## src/include/pccard_pkg.sv

```systemverilog
/*
  Shared constants and types for the 16-bit card strobe controller:
  command codes, sequencer states, widths and timing counts.
  Assumes a single 125 MHz clock domain and active-low card pins.
*/

package pccard_pkg;

  localparam int DATA_W     = 16;
  localparam int FIFO_DEPTH = 16;
  localparam int CNT_W      = 8;
  localparam int WAIT_W     = 16;

  // Access timing, in ns, then in whole clock cycles (setup, strobe, hold rounded up; wait limit rounded down)
  localparam int CLK_NS      = 8;
  localparam int SETUP_NS    = 30;
  localparam int STROBE_NS   = 150;
  localparam int HOLD_NS     = 30;
  localparam int WAIT_MAX_NS = 12000;

  localparam logic [CNT_W-1:0]  SETUP_CYC    = CNT_W'((SETUP_NS + CLK_NS - 1) / CLK_NS);
  localparam logic [CNT_W-1:0]  STROBE_CYC   = CNT_W'((STROBE_NS + CLK_NS - 1) / CLK_NS);
  localparam logic [CNT_W-1:0]  HOLD_CYC     = CNT_W'((HOLD_NS + CLK_NS - 1) / CLK_NS);
  localparam logic [WAIT_W-1:0] WAIT_MAX_CYC = WAIT_W'(WAIT_MAX_NS / CLK_NS);

  // Idle level of the synchronised card inputs: acknowledge, ready, wait
  localparam logic [2:0]        PIN_IDLE     = 3'h7;
  localparam logic [DATA_W-1:0] DATA_RESET   = 16'h0000;

  typedef enum logic [2:0] {
    CMD_MEM_RD      = 3'h0,
    CMD_MEM_WR      = 3'h1,
    CMD_ATTR_RD     = 3'h2,
    CMD_ATTR_WR     = 3'h3,
    CMD_IO_RD       = 3'h4,
    CMD_IO_WR       = 3'h5,
    CMD_DMA_TO_HOST = 3'h6,
    CMD_DMA_TO_CARD = 3'h7
  } cmd_t;

  typedef enum logic [3:0] {
    ST_IDLE   = 4'h1,
    ST_SETUP  = 4'h2,
    ST_STROBE = 4'h4,
    ST_HOLD   = 4'h8
  } state_t;

endpackage

```

## src/card_strobe_ctrl.sv

```systemverilog
/*
  Host-side control strobe sequencer for one 16-bit card socket.
  Takes one access command at a time, runs setup, strobe and hold phases
  on the card pins, and queues read data in a 16-word FIFO.
  Assumes card pins are asynchronous to ref_clk, all strobes active low,
  and the user command port is on ref_clk.
*/
`timescale 1ns/10ps
`default_nettype none

module card_strobe_ctrl #(
  parameter int DATA_W     = pccard_pkg::DATA_W,
  parameter int FIFO_DEPTH = pccard_pkg::FIFO_DEPTH
) (
  input  wire logic              ref_clk,
  input  wire logic              rst,
  // Command port
  input  wire logic              cmdValid,
  output logic                   cmdReady,
  input  wire logic [2:0]        cmdKind,
  input  wire logic              cmdWide,
  input  wire logic              cmdOdd,
  input  wire logic              cmdLast,
  input  wire logic [DATA_W-1:0] cmdData,
  // Read data out of the FIFO
  output logic                   rdValid,
  input  wire logic              rdReady,
  output logic      [DATA_W-1:0] rdData,
  // Socket configuration
  input  wire logic              memOnly,
  input  wire logic              dmaMode,
  // Card pins
  output logic                   ce1N,
  output logic                   ce2N,
  output logic                   regN,
  output logic                   oeN,
  output logic                   weN,
  output logic                   iordN,
  output logic                   iowrN,
  input  wire logic [DATA_W-1:0] cardDataIn,
  output logic      [DATA_W-1:0] cardDataOut,
  output logic                   cardDataOeN,
  input  wire logic              inpackN,
  input  wire logic              readyIreq,
  input  wire logic              waitN,
  // Status
  output logic                   cardReady,
  output logic                   cardIrq,
  output logic                   dmaRequest,
  output logic                   ioAcked,
  output logic                   waitTimeout
);

  pccard_pkg::state_t           state;
  logic [pccard_pkg::CNT_W-1:0] cnt;
  logic [pccard_pkg::WAIT_W-1:0] waitCnt;
  pccard_pkg::cmd_t             kind;
  logic                         wide;
  logic                         odd;
  logic                         last;
  logic [DATA_W-1:0]            wrData;

  logic [2:0]                   pinSync;
  logic [DATA_W-1:0]            dataSync;
  logic                         inpackSync;
  logic                         readySync;
  logic                         waitFree;

  logic                         pushValid;
  logic [DATA_W-1:0]            pushData;
  logic                         fifoInReady;
  logic                         fifoOutValid;
  logic                         fifoOutReady;
  logic [DATA_W-1:0]            fifoOutData;

  logic                         accept;
  logic                         strobeDone;
  logic                         waitExpired;
  logic                         leaveStrobe;
  logic                         memBusy;
  logic                         active;
  logic                         strobeOn;

  function automatic logic isRead(input pccard_pkg::cmd_t k);
    return (k == pccard_pkg::CMD_MEM_RD) || (k == pccard_pkg::CMD_ATTR_RD) ||
           (k == pccard_pkg::CMD_IO_RD) || (k == pccard_pkg::CMD_DMA_TO_HOST);
  endfunction

  function automatic logic isMemWrite(input pccard_pkg::cmd_t k);
    return (k == pccard_pkg::CMD_MEM_WR) || (k == pccard_pkg::CMD_ATTR_WR);
  endfunction

  function automatic logic isMemRead(input pccard_pkg::cmd_t k);
    return (k == pccard_pkg::CMD_MEM_RD) || (k == pccard_pkg::CMD_ATTR_RD);
  endfunction

  // Card inputs and read data are asynchronous to ref_clk
  pin_sync #(
    .WIDTH (3),
    .INIT  (pccard_pkg::PIN_IDLE)
  ) u_pin_sync (
    .clk    (ref_clk),
    .rst    (rst),
    .pinIn  ({inpackN, readyIreq, waitN}),
    .pinOut (pinSync)
  );

  pin_sync #(
    .WIDTH (DATA_W),
    .INIT  (pccard_pkg::DATA_RESET)
  ) u_data_sync (
    .clk    (ref_clk),
    .rst    (rst),
    .pinIn  (cardDataIn),
    .pinOut (dataSync)
  );

  assign inpackSync = pinSync[2];
  assign readySync  = pinSync[1];
  assign waitFree   = pinSync[0];

  assign accept      = (state == pccard_pkg::ST_IDLE) && cmdValid && cmdReady;
  assign strobeDone  = (state == pccard_pkg::ST_STROBE) && (cnt <= 8'h01);
  assign waitExpired = (waitCnt >= pccard_pkg::WAIT_MAX_CYC);
  // A stuck wait line would hang the socket, so the stretch is bounded
  assign leaveStrobe = strobeDone && (waitFree || waitExpired);
  // Memory writes wait for a busy memory card to finish its last one
  assign memBusy     = memOnly && !readySync;
  assign active      = (state != pccard_pkg::ST_IDLE);
  assign strobeOn    = (state == pccard_pkg::ST_STROBE);

  // Access sequencer
  always_ff @(posedge ref_clk or posedge rst) begin
    if (rst) begin
      state    <= pccard_pkg::ST_IDLE;
      cnt      <= '0;
      cmdReady <= 1'b0;
    end else begin
      unique case (state)
        pccard_pkg::ST_IDLE: begin
          if (accept) begin
            state    <= pccard_pkg::ST_SETUP;
            cnt      <= pccard_pkg::SETUP_CYC;
            cmdReady <= 1'b0;
          end else begin
            // A pending push may take the last free slot
            cmdReady <= fifoInReady && !pushValid;
          end
        end
        pccard_pkg::ST_SETUP: begin
          if (cnt > 8'h01) begin
            cnt <= cnt - 8'h01;
          end else if (!(isMemWrite(kind) && memBusy)) begin
            state <= pccard_pkg::ST_STROBE;
            cnt   <= pccard_pkg::STROBE_CYC;
          end
        end
        pccard_pkg::ST_STROBE: begin
          if (cnt > 8'h01) begin
            cnt <= cnt - 8'h01;
          end else if (leaveStrobe) begin
            state <= pccard_pkg::ST_HOLD;
            cnt   <= pccard_pkg::HOLD_CYC;
          end
        end
        pccard_pkg::ST_HOLD: begin
          if (cnt > 8'h01) begin
            cnt <= cnt - 8'h01;
          end else begin
            state <= pccard_pkg::ST_IDLE;
          end
        end
        default: begin
          state    <= pccard_pkg::ST_IDLE;
          cnt      <= '0;
          cmdReady <= 1'b0;
        end
      endcase
    end
  end

  // Wait stretch counter, restarted for every strobe
  always_ff @(posedge ref_clk or posedge rst) begin
    if (rst) begin
      waitCnt <= '0;
    end else if (strobeDone && !waitFree && !waitExpired) begin
      waitCnt <= waitCnt + 16'h0001;
    end else if (!strobeOn) begin
      waitCnt <= '0;
    end
  end

  always_ff @(posedge ref_clk or posedge rst) begin
    if (rst) begin
      waitTimeout <= 1'b0;
    end else if (leaveStrobe && !waitFree) begin
      waitTimeout <= 1'b1;
    end else if (accept) begin
      waitTimeout <= 1'b0;
    end
  end

  // Command held for the whole access
  always_ff @(posedge ref_clk or posedge rst) begin
    if (rst) begin
      kind   <= pccard_pkg::CMD_MEM_RD;
      wide   <= 1'b0;
      odd    <= 1'b0;
      last   <= 1'b0;
      wrData <= pccard_pkg::DATA_RESET;
    end else if (accept) begin
      kind   <= pccard_pkg::cmd_t'(cmdKind);
      wide   <= cmdWide;
      odd    <= cmdOdd;
      last   <= cmdLast;
      wrData <= cmdData;
    end
  end

  // Card pins, registered one cycle behind the sequencer state
  always_ff @(posedge ref_clk or posedge rst) begin
    if (rst) begin
      ce1N        <= 1'b1;
      ce2N        <= 1'b1;
      regN        <= 1'b1;
      oeN         <= 1'b1;
      weN         <= 1'b1;
      iordN       <= 1'b1;
      iowrN       <= 1'b1;
      cardDataOut <= pccard_pkg::DATA_RESET;
      cardDataOeN <= 1'b1;
    end else begin
      ce1N  <= !(active && (wide || !odd));
      ce2N  <= !(active && (wide || odd));
      // Attribute, I/O and DMA all run with attribute select low
      regN  <= !(active && (kind != pccard_pkg::CMD_MEM_RD) &&
                 (kind != pccard_pkg::CMD_MEM_WR));
      oeN   <= !(strobeOn && (isMemRead(kind) ||
                 (kind == pccard_pkg::CMD_DMA_TO_HOST && last)));
      weN   <= !(strobeOn && (isMemWrite(kind) ||
                 (kind == pccard_pkg::CMD_DMA_TO_CARD && last)));
      iordN <= !(strobeOn && ((kind == pccard_pkg::CMD_IO_RD) ||
                 (kind == pccard_pkg::CMD_DMA_TO_HOST)));
      iowrN <= !(strobeOn && ((kind == pccard_pkg::CMD_IO_WR) ||
                 (kind == pccard_pkg::CMD_DMA_TO_CARD)));
      cardDataOut <= wrData;
      cardDataOeN <= !(active && !isRead(kind));
    end
  end

  // Read data captured as the strobe ends, held until the FIFO takes it
  always_ff @(posedge ref_clk or posedge rst) begin
    if (rst) begin
      pushValid <= 1'b0;
      pushData  <= pccard_pkg::DATA_RESET;
    end else if (leaveStrobe && isRead(kind)) begin
      pushValid <= 1'b1;
      pushData  <= dataSync;
    end else if (fifoInReady) begin
      pushValid <= 1'b0;
    end
  end

  word_fifo #(
    .WIDTH (DATA_W),
    .DEPTH (FIFO_DEPTH)
  ) u_fifo (
    .clk      (ref_clk),
    .rst      (rst),
    .inValid  (pushValid),
    .inReady  (fifoInReady),
    .inData   (pushData),
    .outValid (fifoOutValid),
    .outReady (fifoOutReady),
    .outData  (fifoOutData)
  );

  // Output register keeps rdData straight from a flip-flop
  assign fifoOutReady = !rdValid || rdReady;

  always_ff @(posedge ref_clk or posedge rst) begin
    if (rst) begin
      rdValid <= 1'b0;
      rdData  <= pccard_pkg::DATA_RESET;
    end else if (fifoOutReady) begin
      rdValid <= fifoOutValid;
      rdData  <= fifoOutData;
    end
  end

  // Acknowledge sampled at strobe end tells whether the I/O read was answered
  always_ff @(posedge ref_clk or posedge rst) begin
    if (rst) begin
      ioAcked <= 1'b0;
    end else if (leaveStrobe && kind == pccard_pkg::CMD_IO_RD) begin
      ioAcked <= !inpackSync;
    end
  end

  // Shared input meanings follow the socket configuration
  always_ff @(posedge ref_clk or posedge rst) begin
    if (rst) begin
      cardReady  <= 1'b0;
      cardIrq    <= 1'b0;
      dmaRequest <= 1'b0;
    end else begin
      cardReady  <= memOnly && readySync;
      cardIrq    <= !memOnly && !readySync;
      dmaRequest <= dmaMode && !inpackSync;
    end
  end

endmodule

`default_nettype wire

```

## src/pin_sync.sv

```systemverilog
/*
  Two-stage synchroniser for a group of asynchronous card pins.
  Assumes each bit is an independent level; multi-bit groups may skew by a cycle.
*/
`timescale 1ns/10ps
`default_nettype none

module pin_sync #(
  parameter int                 WIDTH = 1,
  parameter logic [WIDTH-1:0]   INIT  = '0
) (
  input  wire logic             clk,
  input  wire logic             rst,
  input  wire logic [WIDTH-1:0] pinIn,
  output logic      [WIDTH-1:0] pinOut
);

  logic [WIDTH-1:0] stage1;

  // The first stage feeds only the second stage
  always_ff @(posedge clk or posedge rst) begin
    if (rst) begin
      stage1 <= INIT;
      pinOut <= INIT;
    end else begin
      stage1 <= pinIn;
      pinOut <= stage1;
    end
  end

endmodule

`default_nettype wire

```

## src/word_fifo.sv

```systemverilog
/*
  Synchronous FIFO with valid/ready on both sides.
  Assumes DEPTH is a power of two; one clock for both sides.
*/
`timescale 1ns/10ps
`default_nettype none

module word_fifo #(
  parameter int WIDTH = 16,
  parameter int DEPTH = 16
) (
  input  wire logic             clk,
  input  wire logic             rst,
  input  wire logic             inValid,
  output logic                  inReady,
  input  wire logic [WIDTH-1:0] inData,
  output logic                  outValid,
  input  wire logic             outReady,
  output logic      [WIDTH-1:0] outData
);

  localparam int AW = $clog2(DEPTH);

  logic [WIDTH-1:0] mem [DEPTH];
  logic [AW:0]      wrPtr;
  logic [AW:0]      rdPtr;
  logic             full;
  logic             empty;

  assign full     = (wrPtr[AW] != rdPtr[AW]) && (wrPtr[AW-1:0] == rdPtr[AW-1:0]);
  assign empty    = (wrPtr == rdPtr);
  assign inReady  = !full;
  assign outValid = !empty;
  assign outData  = mem[rdPtr[AW-1:0]];

  always_ff @(posedge clk) begin
    if (inValid && !full) begin
      mem[wrPtr[AW-1:0]] <= inData;
    end
  end

  always_ff @(posedge clk or posedge rst) begin
    if (rst) begin
      wrPtr <= '0;
      rdPtr <= '0;
    end else begin
      if (inValid && !full) begin
        wrPtr <= wrPtr + 1'b1;
      end
      if (outReady && !empty) begin
        rdPtr <= rdPtr + 1'b1;
      end
    end
  end

endmodule

`default_nettype wire
```

## config.mk

```make
export PLATFORM = sky130hd
export DESIGN_NAME = card_strobe_ctrl
export DESIGN_NICKNAME = d
export VERILOG_FILES = /design/src/include/pccard_pkg.sv /design/src/card_strobe_ctrl.sv /design/src/pin_sync.sv /design/src/word_fifo.sv
export SDC_FILE = /design/constraint.sdc
export NUM_CORES = 1
export LEC_CHECK = 0
export BUFFER_PORTS_ARGS = -buffer_cell sky130_fd_sc_hd__buf_2
export CAP_MARGIN = 20
export CORE_AREA = 2 2 261 263
export DETAILED_ROUTE_END_ITERATION = 16
export DIE_AREA = 0 0 263 265
export PLACE_DENSITY = 0.35
export SYNTH_ARGS = -nofsm -noshare
export SYNTH_HDL_FRONTEND = slang
export SYNTH_SLANG_ARGS = --single-unit
```

## constraint.sdc

```tcl
create_clock -name ref_clk -period 10.48 [get_ports ref_clk]
set_input_delay 0.524 -clock ref_clk [delete_from_list [all_inputs] [get_ports ref_clk]]
set_output_delay 0.524 -clock ref_clk [all_outputs]
set_load 0.05 [all_outputs]
```

==> impl_metrics.csv <==
group,metric,value,unit
placement,place_area,17300,um2
critical_path,arrival,3.34,ns
timing,finalCritPeriodShare,0.300,
critical_path,r2r-end,"u_fifo.mem[15][9]$_DFFE_PP_",
timing,fin_crit,3.15,ns
drt,vias,7917,
timing,relSlewSlack,0.327,
synth,synthesis.area,15900,um2
synth,synth_seq_cells,418,
job,drv_cap,0,
layout,final_nets,1040,
cts,clk_pin_slew,0.06,ns
placement,place_congestion,0.693,
critical_path,rr_worst_depth,4,
timing,finalSetupViolCount,0,
floorplanning,dieArea,69700,um2
global_route,grt_max_degree,73,
critical_path,ff2ff_setup_slack,7.33,ns
critical_path,crit_path_end_kind,"register",
global_route,grt_pass1_wl,58.3,mm
layout,final_common_cell,"edfxtp_1",
power,peakVddDrop,157,uV
critical_path,r2r-start,"u_fifo.rdPtr[1]$_DFFE_PP0P_",
power,cellLeakagePower,6.57,nW
critical_path,required,10.68,ns
critical_path,start_kind,"register",
layout,syn2layout_area_growth,19.7,%
cts,cts_inserted_buffers,48,
synth,synth_edf_count,256,
cts,cts_root_buf,"clkbuf_16",
timing,fin_skew,0.0235,ns
floorplanning,num_io_pins,94,
min_path,holdPathStages,1,
global_route,grt_pass1_vias,8604,
synth,ys_seq_area_frac,0.742,
drt,viasPerCell,4.17,
critical_path,critPathMaxFanout,30,
synth,ys_types,56,
min_path,worstHoldEndpoint,"u_pin_sync.stage1[0]$_DFF_PP1_",
drt,wl,38.7,mm
layout,fillCellCount,6718,
drt,ant_nets,0,
floorplanning,die_w,263,um
cts,cts_tree,"yes",
global_route,antenna_found_initial,2,
cts,cts.sinks,418,
layout,stdcell_area,19000,um2
cts,clock_path_buffers,3,
floorplanning,row_count,95,
synth,synth_warnings,0,
placement,port_buffers,93,
synth,syn-num-nets,925,
drt,wl_per_cell,20.4,um
global_route,gr-total-overflow,0,
cts,cts.htree.levels,2,
power,power.density,271,nW/um2
drt,firstDrtPassIters,4,
timing,hold_violations,0,
placement,dp_hpwl,24.9,mm
cts,insertion_delay,0.58,ns
drt,drc_errors,0,
timing,tightest_slew,1.01,ns
status,status,"finished, final reports clean",
floorplanning,die_y,265,um
timing,fmax,318,MHz
floorplanning,initial_core_util,0.237,
timing,rsz0062_at_grt,"false",
floorplanning,coreArea,66800,um2
drt,drt_iter0_markers,495,
synth,synth-main-ff-cell,"edfxtp_1",
layout,layout_common_cells,"edfxtp_1, dfrtp_1, buf_2",
min_path,holdCritStartpoint,"waitN",
synth,async_flop_share,0.388,
critical_path,crit_type,"register to register",
synth,avgSynthCellArea,18.2,um2
layout,drive_above_1_share,0.322,
timing,tns,0,ns
synth,synth_cells,869,
global_route,grtUsageTotal,0.113,
timing,drv_slew,0,
min_path,holdCritPathClass,"primary input to register",
synth_stat cells, types with 3 or more instances:
library cell  count  share of area
buf_1             4        0.00095
nor2_1           40         0.0095
o211ai_1          3         0.0014
dfrtp_1         147           0.23
xnor2_1          16         0.0088
o21ai_0          19         0.0060
mux2_2           47          0.033
mux2_4            9         0.0085
nor4_1            6         0.0024
and3_1           18         0.0071
mux4_2           64          0.091
nand3_1           8         0.0025
xor2_1            6         0.0033
nand4_1           4         0.0016
a31o_2            3         0.0017
buf_2            13         0.0041
edfxtp_1        256           0.48
a21oi_1           7         0.0022
clkbuf_1         24         0.0057
inv_1            13         0.0031
o22ai_1          17         0.0067
a211oi_1         18         0.0085
nor3_1            6         0.0019
dfstp_2          15          0.025
nand2b_1          4         0.0016
and2_1            8         0.0032
nand2_1          26         0.0062
nor2b_1          19         0.0075
ha_1              9         0.0071
o31ai_1           5         0.0024
a31oi_1           3         0.0012
worst max-delay path, cell delays in order (launching register included):
cell and delay [ns]:
dfrtp_2 0.90, xnor2_1 0.14, nand4_1 0.20, o21a_1 0.55
and3_1 0.94
cell families (layout without fill, tap and decap cells):
| logic type | count (synthesis) | after routing | synth area share |
|---|---|---|---|
| AOI/OAI and AO/OA | 90 | 90 | 0.0384 |
| xor gates and xnor gates | 22 | 22 | 0.0122 |
| adders and majority gates | 9 | 9 | 0.00710 |
| buffers and inverters | 55 | 210 | 0.0145 |
| DFF | 418 | 418 | 0.742 |
| muxes | 121 | 121 | 0.133 |
| other | 0 | 1 | 0 |
| and+or+nand+nor | 154 | 154 | 0.0528 |
metal layers:
layer / GRT usage / part of all wire / up-vias / wire length (um)
li1: - / - / 3605 / -
met1: 0.146 / 0.44 / 4107 / 17200
met2: 0.191 / 0.49 / 147 / 19100
met3: 0.0274 / 0.044 / 56 / 1720
met4: 0.0281 / 0.018 / 2 / 713
met5: 0 / 0.00034 / - / 13
final cells by class:
class	instances	area [um2]	area share
Inverter	13	53.8	0.00284
Clock buffer	63	1290	0.0679
Sequential cell	418	11800	0.620
Clock inverter	27	299	0.0158
Antenna cell	1	2.50	0.000132
Multi-Input combinational cell	396	3880	0.204
Timing Repair Buffer	107	593	0.0313
Tap cell	873	1090	0.0576
through the flow:
stage | hold WS, ns | instances | power, mW | setup slack [ns] | util
after floorplan | 0.331 | 869 | 3.09 | 5.60 | -
after global placement | 0.334 | 1803 | 3.52 | 7.29 | 0.259
after detailed placement | 0.336 | 1804 | 3.52 | 7.30 | 0.260
after CTS | 0.00909 | 1896 | 5.25 | 7.29 | 0.284
after global routing | 0.0103 | 1897 | 5.41 | 7.11 | 0.284
final | 0.0550 | 1898 | 5.14 | 7.33 | 0.284
timing repair:
| action | CTS | global route |
|---|---|---|
| hold buffers | 2 | 0 |
| buffers inserted | 0 | 0 |
| endpoints found under the hold margin | 33 | 0 |
| gates resized for setup | 0 | 0 |
worst max path at each step:
stage	start	end	slack, ns	cells past startpoint
2_1_floorplan	rst	cardDataOut[0]$_DFF_PP0_	5.60	1
3_3_place_gp	u_fifo.rdPtr[1]$_DFFE_PP0P_	u_fifo.mem[15][9]$_DFFE_PP_	7.29	4
3_5_place_dp	u_fifo.rdPtr[1]$_DFFE_PP0P_	u_fifo.mem[15][14]$_DFFE_PP_	7.30	4
4_1_cts	u_fifo.rdPtr[1]$_DFFE_PP0P_	u_fifo.mem[15][9]$_DFFE_PP_	7.29	4
5_1_grt	u_fifo.rdPtr[1]$_DFFE_PP0P_	u_fifo.mem[15][15]$_DFFE_PP_	7.11	4
6_report	u_fifo.rdPtr[1]$_DFFE_PP0P_	u_fifo.mem[15][9]$_DFFE_PP_	7.33	4
state kept, by name, summed over array words and instances, names as in the netlist, 8 cells and up:
name and cells:
wrData 16, pushData 16, cnt 8, waitCnt 16, rdData 16, cardDataOut 16, u_data_sync.pinOut 16, u_data_sync.stage1 16
u_fifo.mem 256
power breakdown:
group,switching [mW],internal (mW)
logic,0.773,0.488
registers,0.227,1.96
clock network,0.675,1.02
(Power assumes the default switching activity.)
